==> config.mk <==
export PLATFORM = sky130hd
export DESIGN_NAME = gpc_port_unit
export DESIGN_NICKNAME = d
export VERILOG_FILES = /design/src/verilog/gpc_pkg.sv /design/src/verilog/gpc_port_unit.sv /design/src/verilog/gpc_pin_cell.sv
export SDC_FILE = /design/constraint.sdc
export NUM_CORES = 1
export LEC_CHECK = 0
export ABC_AREA = 0
export BUFFER_PORTS_ARGS = -buffer_cell sky130_fd_sc_hd__buf_4
export CAP_MARGIN = 20
export CORE_UTILIZATION = 41
export CTS_CLUSTER_DIAMETER = 50
export DETAILED_ROUTE_END_ITERATION = 6
export SYNTH_ARGS = -nofsm -noshare
export SYNTH_HDL_FRONTEND = slang
export SYNTH_SLANG_ARGS = --single-unit
==> constraint.sdc <==
create_clock -name hclk -period 5.32 [get_ports hclk]
set_input_delay 1.064 -clock hclk [delete_from_list [all_inputs] [get_ports hclk]]
set_output_delay 1.064 -clock hclk [all_outputs]
set_load 0.01 [all_outputs]
==> src/verilog/gpc_pkg.sv <==
package gpc_pkg;

  // register indices; byte address is four times the index
  localparam logic [5:0] IDX_FIRST_DATA = 6'h00;
  localparam logic [5:0] IDX_SECOND_DATA = 6'h01;
  localparam logic [5:0] IDX_FIRST_DIR = 6'h02;
  localparam logic [5:0] IDX_SECOND_DIR = 6'h03;
  localparam logic [5:0] IDX_RSVD_LO = 6'h04;
  localparam logic [5:0] IDX_RSVD_HI = 6'h07;
  localparam logic [5:0] IDX_FIRST_RDR = 6'h10;
  localparam logic [5:0] IDX_SECOND_RDR = 6'h11;
  localparam logic [5:0] IDX_FIRST_PE = 6'h12;
  localparam logic [5:0] IDX_SECOND_PE = 6'h13;
  localparam logic [5:0] IDX_EDGE_DATA = 6'h20;
  localparam logic [5:0] IDX_EDGE_DIR = 6'h21;
  localparam logic [5:0] IDX_EDGE_RDR = 6'h22;
  localparam logic [5:0] IDX_EDGE_PE = 6'h23;
  localparam logic [5:0] IDX_EDGE_PS = 6'h24;
  localparam logic [5:0] IDX_EDGE_IE = 6'h25;
  localparam logic [5:0] IDX_IRQ_STATUS = 6'h26;
  localparam logic [5:0] IDX_IRQ_MASK = 6'h27;

  // address bits that carry the index
  localparam int IDX_LSB = 2;
  localparam int IDX_MSB = 7;

  localparam int PORT_W = 8;
  localparam logic [7:0] RST_BYTE = 8'h00;
  localparam logic [7:0] RSVD_READ = 8'h00;
  localparam logic [31:0] RD_ZERO = 32'h0000_0000;

  localparam logic [1:0] HTRANS_IDLE = 2'h0;
  localparam logic [1:0] HTRANS_NONSEQ = 2'h2;
  localparam logic HRESP_OKAY = 1'b0;

endpackage : gpc_pkg

==> src/verilog/gpc_port_unit.sv <==
// Implementation choice: the AHB-Lite register port.
`timescale 1ns/1ps
module gpc_port_unit
  import gpc_pkg::*;
(
  // clock and reset
  input wire logic hclk,
  input wire logic hresetn,
  // ahb-lite slave
  input wire logic hsel,
  input wire logic [31:0] haddr,
  input wire logic [1:0] htrans,
  input wire logic hwrite,
  input wire logic [2:0] hsize,
  input wire logic [31:0] hwdata,
  input wire logic hready,
  output logic hreadyout,
  output logic [31:0] hrdata,
  output logic hresp,
  // first port pins
  input wire logic [7:0] first_pin_i,
  output logic [7:0] first_pin_o,
  output logic [7:0] first_pin_oe,
  output logic [7:0] first_pin_weak,
  output logic [7:0] first_pull_up,
  output logic [7:0] first_pull_down,
  // second port pins
  input wire logic [7:0] second_pin_i,
  output logic [7:0] second_pin_o,
  output logic [7:0] second_pin_oe,
  output logic [7:0] second_pin_weak,
  output logic [7:0] second_pull_up,
  output logic [7:0] second_pull_down,
  // edge port pins
  input wire logic [7:0] edge_pin_i,
  output logic [7:0] edge_pin_o,
  output logic [7:0] edge_pin_oe,
  output logic [7:0] edge_pin_weak,
  output logic [7:0] edge_pull_up,
  output logic [7:0] edge_pull_down,
  // interrupt
  output logic irq
);

  // software registers
  logic [7:0] first_data_q;
  logic [7:0] first_dir_q;
  logic [7:0] first_rdr_q;
  logic [7:0] first_pe_q;
  logic [7:0] second_data_q;
  logic [7:0] second_dir_q;
  logic [7:0] second_rdr_q;
  logic [7:0] second_pe_q;
  logic [7:0] edge_data_q;
  logic [7:0] edge_dir_q;
  logic [7:0] edge_rdr_q;
  logic [7:0] edge_pe_q;
  logic [7:0] edge_ps_q;
  logic [7:0] edge_ie_q;
  logic [7:0] irq_status_q;
  logic [7:0] irq_mask_q;

  // bus state
  logic wr_pend_q;
  logic rd_pend_q;
  logic [5:0] idx_q;
  logic hready_q;
  logic [31:0] hrdata_q;
  logic irq_q;

  // synchronised levels and edge events
  logic [7:0] first_level;
  logic [7:0] second_level;
  logic [7:0] edge_level;
  logic [7:0] edge_event;
  logic [7:0] first_unused_edge;
  logic [7:0] second_unused_edge;

  logic accept;
  logic [5:0] addr_idx;
  logic wr_go;
  logic rd_go;
  logic [7:0] wbyte;
  logic [7:0] rd_byte;
  logic status_rd;

  assign accept = hsel & hready & htrans[1];
  assign addr_idx = haddr[IDX_MSB:IDX_LSB];
  assign wr_go = wr_pend_q;
  assign rd_go = rd_pend_q;
  assign wbyte = hwdata[7:0];
  assign status_rd = rd_go & (idx_q == IDX_IRQ_STATUS);

  // pin cells: first and second ports have no pull select and no interrupt
  for (genvar i = 0; i < PORT_W; i++) begin : g_pins
    gpc_pin_cell #(.HAS_PS(1'b0), .HAS_IE(1'b0)) u_first (
      .hclk(hclk),
      .hresetn(hresetn),
      .pin_i(first_pin_i[i]),
      .pin_o_q(first_pin_o[i]),
      .pin_oe_q(first_pin_oe[i]),
      .weak_q(first_pin_weak[i]),
      .pull_up_q(first_pull_up[i]),
      .pull_down_q(first_pull_down[i]),
      .dir(first_dir_q[i]),
      .out_val(first_data_q[i]),
      .reduced_drive_bit(first_rdr_q[i]),
      .pe(first_pe_q[i]),
      .ps(1'b0),
      .ie(1'b0),
      .level_q(first_level[i]),
      .edge_q(first_unused_edge[i])
    );
    gpc_pin_cell #(.HAS_PS(1'b0), .HAS_IE(1'b0)) u_second (
      .hclk(hclk),
      .hresetn(hresetn),
      .pin_i(second_pin_i[i]),
      .pin_o_q(second_pin_o[i]),
      .pin_oe_q(second_pin_oe[i]),
      .weak_q(second_pin_weak[i]),
      .pull_up_q(second_pull_up[i]),
      .pull_down_q(second_pull_down[i]),
      .dir(second_dir_q[i]),
      .out_val(second_data_q[i]),
      .reduced_drive_bit(second_rdr_q[i]),
      .pe(second_pe_q[i]),
      .ps(1'b0),
      .ie(1'b0),
      .level_q(second_level[i]),
      .edge_q(second_unused_edge[i])
    );
    gpc_pin_cell #(.HAS_PS(1'b1), .HAS_IE(1'b1)) u_edge (
      .hclk(hclk),
      .hresetn(hresetn),
      .pin_i(edge_pin_i[i]),
      .pin_o_q(edge_pin_o[i]),
      .pin_oe_q(edge_pin_oe[i]),
      .weak_q(edge_pin_weak[i]),
      .pull_up_q(edge_pull_up[i]),
      .pull_down_q(edge_pull_down[i]),
      .dir(edge_dir_q[i]),
      .out_val(edge_data_q[i]),
      .reduced_drive_bit(edge_rdr_q[i]),
      .pe(edge_pe_q[i]),
      .ps(edge_ps_q[i]),
      .ie(edge_ie_q[i]),
      .level_q(edge_level[i]),
      .edge_q(edge_event[i])
    );
  end

  // address phase capture; reads get one wait state
  always_ff @(posedge hclk or negedge hresetn) begin
    if (!hresetn) begin
      wr_pend_q <= 1'b0;
      rd_pend_q <= 1'b0;
      idx_q <= 6'h00;
      hready_q <= 1'b1;
    end else begin
      wr_pend_q <= 1'b0;
      rd_pend_q <= 1'b0;
      hready_q <= 1'b1;
      if (accept) begin
        idx_q <= addr_idx;
        wr_pend_q <= hwrite;
        rd_pend_q <= ~hwrite;
        hready_q <= hwrite;
      end
    end
  end

  // read mux over synchronised state
  always_comb begin
    rd_byte = RSVD_READ;
    case (idx_q)
      IDX_FIRST_DATA: rd_byte = (first_dir_q & first_data_q) |
                                (~first_dir_q & first_level);
      IDX_SECOND_DATA: rd_byte = (second_dir_q & second_data_q) |
                                 (~second_dir_q & second_level);
      IDX_FIRST_DIR: rd_byte = first_dir_q;
      IDX_SECOND_DIR: rd_byte = second_dir_q;
      IDX_FIRST_RDR: rd_byte = first_rdr_q;
      IDX_SECOND_RDR: rd_byte = second_rdr_q;
      IDX_FIRST_PE: rd_byte = first_pe_q;
      IDX_SECOND_PE: rd_byte = second_pe_q;
      IDX_EDGE_DATA: rd_byte = (edge_dir_q & edge_data_q) | (~edge_dir_q & edge_level);
      IDX_EDGE_DIR: rd_byte = edge_dir_q;
      IDX_EDGE_RDR: rd_byte = edge_rdr_q;
      IDX_EDGE_PE: rd_byte = edge_pe_q;
      IDX_EDGE_PS: rd_byte = edge_ps_q;
      IDX_EDGE_IE: rd_byte = edge_ie_q;
      IDX_IRQ_STATUS: rd_byte = irq_status_q;
      IDX_IRQ_MASK: rd_byte = irq_mask_q;
      default: rd_byte = RSVD_READ;
    endcase
  end

  // read data registered in the wait cycle
  always_ff @(posedge hclk or negedge hresetn) begin
    if (!hresetn) begin
      hrdata_q <= RD_ZERO;
    end else if (rd_go) begin
      hrdata_q <= {24'h00_0000, rd_byte};
    end
  end

  // first and second port registers, writable at any time
  always_ff @(posedge hclk or negedge hresetn) begin
    if (!hresetn) begin
      first_data_q <= RST_BYTE;
      first_dir_q <= RST_BYTE;
      first_rdr_q <= RST_BYTE;
      first_pe_q <= RST_BYTE;
      second_data_q <= RST_BYTE;
      second_dir_q <= RST_BYTE;
      second_rdr_q <= RST_BYTE;
      second_pe_q <= RST_BYTE;
    end else if (wr_go) begin
      case (idx_q)
        IDX_FIRST_DATA: first_data_q <= wbyte;
        IDX_SECOND_DATA: second_data_q <= wbyte;
        IDX_FIRST_DIR: first_dir_q <= wbyte;
        IDX_SECOND_DIR: second_dir_q <= wbyte;
        IDX_FIRST_RDR: first_rdr_q <= wbyte;
        IDX_SECOND_RDR: second_rdr_q <= wbyte;
        IDX_FIRST_PE: first_pe_q <= wbyte;
        IDX_SECOND_PE: second_pe_q <= wbyte;
        default: ;
      endcase
    end
  end

  // edge port registers
  always_ff @(posedge hclk or negedge hresetn) begin
    if (!hresetn) begin
      edge_data_q <= RST_BYTE;
      edge_dir_q <= RST_BYTE;
      edge_rdr_q <= RST_BYTE;
      edge_pe_q <= RST_BYTE;
      edge_ps_q <= RST_BYTE;
      edge_ie_q <= RST_BYTE;
      irq_mask_q <= RST_BYTE;
    end else if (wr_go) begin
      case (idx_q)
        IDX_EDGE_DATA: edge_data_q <= wbyte;
        IDX_EDGE_DIR: edge_dir_q <= wbyte;
        IDX_EDGE_RDR: edge_rdr_q <= wbyte;
        IDX_EDGE_PE: edge_pe_q <= wbyte;
        IDX_EDGE_PS: edge_ps_q <= wbyte;
        IDX_EDGE_IE: edge_ie_q <= wbyte;
        IDX_IRQ_MASK: irq_mask_q <= wbyte;
        default: ;
      endcase
    end
  end

  // sticky edge flags; cleared by a read, a new edge wins over the clear
  always_ff @(posedge hclk or negedge hresetn) begin
    if (!hresetn) begin
      irq_status_q <= RST_BYTE;
    end else begin
      irq_status_q <= (status_rd ? RST_BYTE : irq_status_q) | edge_event;
    end
  end

  always_ff @(posedge hclk or negedge hresetn) begin
    if (!hresetn) begin
      irq_q <= 1'b0;
    end else begin
      irq_q <= |(irq_status_q & irq_mask_q);
    end
  end

  assign hreadyout = hready_q;
  assign hrdata = hrdata_q;
  assign hresp = HRESP_OKAY;
  assign irq = irq_q;

  property p_read_wait;
    @(posedge hclk) disable iff (!hresetn)
      (accept && !hwrite) |=> !hreadyout ##1 hreadyout;
  endproperty
  a_read_wait: assert property (p_read_wait)
    else $error("read answer timing wrong");

  property p_data_read_output;
    @(posedge hclk) disable iff (!hresetn)
      (rd_go && idx_q == IDX_FIRST_DATA) |=>
        ((hrdata[7:0] & $past(first_dir_q)) == ($past(first_data_q) & $past(first_dir_q)));
  endproperty
  a_data_read_output: assert property (p_data_read_output)
    else $error("output pin read does not return register");

  property p_reserved_zero;
    @(posedge hclk) disable iff (!hresetn)
      (rd_go && idx_q >= IDX_RSVD_LO && idx_q <= IDX_RSVD_HI) |=> hrdata == RD_ZERO;
  endproperty
  a_reserved_zero: assert property (p_reserved_zero)
    else $error("reserved location read nonzero");

  property p_dir_write;
    @(posedge hclk) disable iff (!hresetn)
      (wr_go && idx_q == IDX_SECOND_DIR) |=> ##1 second_pin_oe == $past(wbyte, 2);
  endproperty
  a_dir_write: assert property (p_dir_write)
    else $error("direction write not seen at pin enable");

  property p_no_ps_first;
    @(posedge hclk) disable iff (!hresetn)
      first_pull_down == 8'h00 && second_pull_down == 8'h00;
  endproperty
  a_no_ps_first: assert property (p_no_ps_first)
    else $error("pull-down on fixed pull-up port");

  property p_event_sets_flag;
    @(posedge hclk) disable iff (!hresetn)
      (edge_event != 8'h00) |=> ((irq_status_q & $past(edge_event)) == $past(edge_event));
  endproperty
  a_event_sets_flag: assert property (p_event_sets_flag)
    else $error("edge event lost");

  property p_irq_level;
    @(posedge hclk) disable iff (!hresetn)
      ((irq_status_q & irq_mask_q) != 8'h00) |=> irq;
  endproperty
  a_irq_level: assert property (p_irq_level)
    else $error("interrupt not raised");

  property p_weak_drive;
    @(posedge hclk) disable iff (!hresetn)
      (edge_dir_q[0] && !edge_rdr_q[0]) ##1 (edge_dir_q[0] && !edge_rdr_q[0]) |->
        !edge_pin_weak[0] && edge_pin_oe[0];
  endproperty
  a_weak_drive: assert property (p_weak_drive)
    else $error("full drive not selected");

endmodule : gpc_port_unit

==> src/verilog/gpc_pin_cell.sv <==
`timescale 1ns/1ps
module gpc_pin_cell
  import gpc_pkg::*;
#(
  parameter bit HAS_PS = 1'b1,
  parameter bit HAS_IE = 1'b1
) (
  // clock and reset
  input wire logic hclk,
  input wire logic hresetn,
  // pin side
  input wire logic pin_i,
  output logic pin_o_q,
  output logic pin_oe_q,
  output logic weak_q,
  output logic pull_up_q,
  output logic pull_down_q,
  // configuration
  input wire logic dir,
  input wire logic out_val,
  input wire logic reduced_drive_bit,
  input wire logic pe,
  input wire logic ps,
  input wire logic ie,
  // status
  output logic level_q,
  output logic edge_q
);

  logic [2:0] sync_q;
  logic agree;
  logic ps_eff;
  logic rise;
  logic fall;

  assign ps_eff = HAS_PS & ps;
  assign agree = (sync_q[1] == sync_q[2]);
  assign rise = agree & sync_q[2] & ~level_q;
  assign fall = agree & ~sync_q[2] & level_q;

  // three-stage input synchroniser, level taken once stages two and three agree
  always_ff @(posedge hclk or negedge hresetn) begin
    if (!hresetn) begin
      sync_q <= 3'h0;
      level_q <= 1'b0;
    end else begin
      sync_q <= {sync_q[1:0], pin_i};
      if (agree) begin
        level_q <= sync_q[2];
      end
    end
  end

  // edge detect works in input and output mode alike
  always_ff @(posedge hclk or negedge hresetn) begin
    if (!hresetn) begin
      edge_q <= 1'b0;
    end else begin
      edge_q <= HAS_IE & ie & (ps_eff ? rise : fall);
    end
  end

  // drivers and pull devices
  always_ff @(posedge hclk or negedge hresetn) begin
    if (!hresetn) begin
      pin_o_q <= 1'b0;
      pin_oe_q <= 1'b0;
      weak_q <= 1'b0;
      pull_up_q <= 1'b0;
      pull_down_q <= 1'b0;
    end else begin
      pin_oe_q <= dir;
      pin_o_q <= out_val;
      weak_q <= dir & reduced_drive_bit;
      pull_up_q <= pe & ~dir & ~ps_eff;
      pull_down_q <= pe & ~dir & ps_eff;
    end
  end

  property p_pull_off_output;
    @(posedge hclk) disable iff (!hresetn)
      dir ##1 dir |-> !pull_up_q && !pull_down_q;
  endproperty
  a_pull_off_output: assert property (p_pull_off_output)
    else $error("pull device active on output pin");

  property p_pull_select;
    @(posedge hclk) disable iff (!hresetn)
      (pe && !dir && ps_eff) ##1 (pe && !dir && ps_eff) |-> pull_down_q && !pull_up_q;
  endproperty
  a_pull_select: assert property (p_pull_select)
    else $error("pull select does not give pull-down");

  property p_rise_edge;
    @(posedge hclk) disable iff (!hresetn)
      (HAS_IE && ie && ps_eff && rise) |=> edge_q;
  endproperty
  a_rise_edge: assert property (p_rise_edge)
    else $error("rising edge missed");

  property p_no_edge_without_ie;
    @(posedge hclk) disable iff (!hresetn)
      $past(!ie) |-> !edge_q;
  endproperty
  a_no_edge_without_ie: assert property (p_no_edge_without_ie)
    else $error("edge flagged with interrupt disabled");

endmodule : gpc_pin_cell

==> results.json <==
{
  "status": "finished clean",
  "ys_seq_area_frac": 0.630,
  "drtAntennaViolNets": 0,
  "die_h_um": 187,
  "instances_no_fill": 1574,
  "met1Wirelength_um": 14200,
  "grt_pass1_vias": 8295,
  "crit_slowest_cell": "nor4b_2",
  "cts_resized": 0,
  "layout-drive-gt1-share": 0.335,
  "grt.total_usage": 0.188,
  "dpl.cell_count": 1503,
  "cp_cell_sequence": "nor4b_2 -> and2_1 -> nand2_1 -> mux2_2",
  "grt_max_degree": 107,
  "synth-seq-cells": 354,
  "routed_wl_um": 32400,
  "synth_cell_type_count": 46,
  "placementRows": 67,
  "clock-sinks": 354,
  "cts_root_buffer": "clkbuf_16",
  "routedWlPerCell_um": 20.6,
  "synth_ff_type": "dfrtp_1",
  "power_density_nw_per_um2": 394,
  "critical_path.startpoint_type": "flop",
  "port_buffers": 157,
  "relSlewSlack": 0.416,
  "rsz0062_at_grt": "false",
  "cts_buffers": 40,
  "fin_tns_setup_ps": 0,
  "timing_hold_violations_final": 0,
  "post-route-util": 0.481,
  "placeableCoreArea_um2": 33600,
  "gp_congestion": 0.872,
  "grt_pass1_wl_um": 49400,
  "viasPerCell": 5.05,
  "max_freq_mhz": 355,
  "crit_fanout": 11,
  "worstSetupEndpointType": "flop",
  "area_delta_synth_final_pct": 14.9,
  "yosysWarnings": 0,
  "cts_hold_buf": 0,
  "async_flop_share": 1.00,
  "period_share": 0.529,
  "drt-initial-drc-count": 432,
  "tightestPinTransition_ps": 873,
  "insertion_delay_ps": 540,
  "insertedDiodeCount": 0,
  "worstSetupPathType": "reg2reg",
  "grt-ovfl-total": 0,
  "reg.largest.list": "g_pins.u_edge.sync_q (24), g_pins.u_first.sync_q (24), g_pins.u_second.sync_q (24)",
  "io_pins": 253,
  "syn-instance-count": 1024,
  "path_clk_slew_ps": 60,
  "die_area_um2": 35000,
  "r2r_slack_ps": 2500,
  "p_leak_nw": 7.47,
  "crit_arrival_ps": 3230,
  "fin_nets": 1211,
  "synth_edf_count": 0,
  "die_w_um": 187,
  "worstPathRequired_ps": 5730,
  "drt_first_pass_iters": 6,
  "initial_core_util": 0.418,
  "slowest_delay_ps": 770,
  "detailroute.via_count": 7948,
  "antenna_found_initial": 0,
  "clockBufferDepth": 3,
  "hold_path_class": "reg2reg",
  "drv_cap": 0,
  "report.final.slew_viol_count": 0,
  "dr_wl_met3_um": 1730,
  "dp_hpwl_um": 22000,
  "drc": 0,
  "top_layer": "met4",
  "wl_met2_um": 15100,
  "cts_tree": "built",
  "cts_setup_buffers": 0,
  "finalSetupViolations": 0,
  "avgSynthCellArea_um2": 13.7,
  "peakVddDrop_uv": 203,
  "clock_skew_ps": 23.4,
  "min_period_ps": 2820,
  "htreeDepth": 2,
  "syn_area_um2": 14100
}
## worst max-delay path, delay by kind of cell (launching register included)
kind | cells | cell delay (ps)
flops | 1 | 560
simple gates | 3 | 1740
mux | 1 | 400
## layout by cell type, fill, tap and decap left out, drive strengths merged, types with 2 or more instances in the layout
master    instances
ha               16
and2             35
nor2              8
maj3             16
o22ai             2
o21ai            35
clkinv            4
clkinvlp          2
and4              5
nand4             2
inv              31
and3             12
a22o             12
or4b              2
a32o             10
nand3b            7
nand2            36
a32oi            17
mux2            128
nor3              3
nor2b            20
buf             166
nand3            26
dfrtp           353
nor3b             9
and4bb            2
conb             41
nor4             10
clkbuf           61
a21o              8
a22oi            16
and3b             8
mux2i            15
## stage by stage
stage               power [W]  setup WS (ps)  area, um^2  hold slack, ps
CTS                   0.00644           2520       16200             340
detailed placement    0.00374           2530       14800             335
global route          0.00662           2350       16200             346
global placement      0.00372           2600       14800             332
finish                0.00636           2500       16200             342
floorplan             0.00349           3330       14200             331
## power breakdown
group	internal (W)	leakage, nW	switching (W)
sequential	0.00291	4.29	0.000186
clock	0.00161	0.647	0.00107
combinational	0.000273	2.54	0.000310
total	0.00480	7.47	0.00156
## Yosys cell counts, types with 10 or more instances
library cell | number | area (um^2)
dfrtp_1 | 353 | 8830
buf_4 | 145 | 1090
mux2_2 | 128 | 1440
and2_1 | 35 | 219
o21ai_0 | 35 | 175
nand2_1 | 32 | 120
inv_1 | 27 | 101
nand3_1 | 23 | 115
nor2b_1 | 20 | 125
a32oi_1 | 17 | 149
clkbuf_1 | 17 | 63.8
a22oi_1 | 16 | 120
ha_1 | 16 | 200
maj3_1 | 16 | 160
mux2i_1 | 15 | 150
a22o_1 | 12 | 105
and3_1 | 12 | 75.1
buf_2 | 11 | 55.1
a32o_1 | 10 | 100
nor4_1 | 10 | 62.6
## logic make-up after synthesis
| family | share of synthesized area |
|---|---|
| muxes | 0.113 |
| AOI/OAI and AO/OA | 0.0544 |
| and+or+nand+nor | 0.0831 |
| buffers and inverters | 0.0936 |
| DFF | 0.630 |
| adders and majority gates | 0.0256 |
| other | 0.000267 |
## layer usage
layer | vias up | global-route usage
li1 | 3531 | -
met1 | 4087 | 0.254
met2 | 257 | 0.296
met3 | 73 | 0.0353
met4 | 0 | 0.0854
met5 | - | 0
## cell type report
class,count,area [um^2]
Fill cell,3016,17500
Clock buffer,61,1240
Sequential cell,354,8860
Timing Repair Buffer,166,1270
Clock inverter,10,73.8
Inverter,27,101
Tap cell,448,561
Multi-Input combinational cell,508,4050
## path summary, 6_finish.rpt
kind                                              from                          end  cells past startpoint
setup / recovery                              idx_q[0]                edge_dir_q[5]                      4
hold / removal             g_pins[3].u_first.sync_q[0]  g_pins[3].u_first.sync_q[1]                      0
setup reg to reg                              idx_q[0]                edge_dir_q[5]                      4
hold reg to reg            g_pins[3].u_first.sync_q[0]  g_pins[3].u_first.sync_q[1]                      0
max in group asynchronous                      hresetn   g_pins[1].u_edge.pull_up_q                      2
min in group asynchronous                      hresetn   g_pins[3].u_first.pin_oe_q                      1
(Power assumes the default switching activity.)
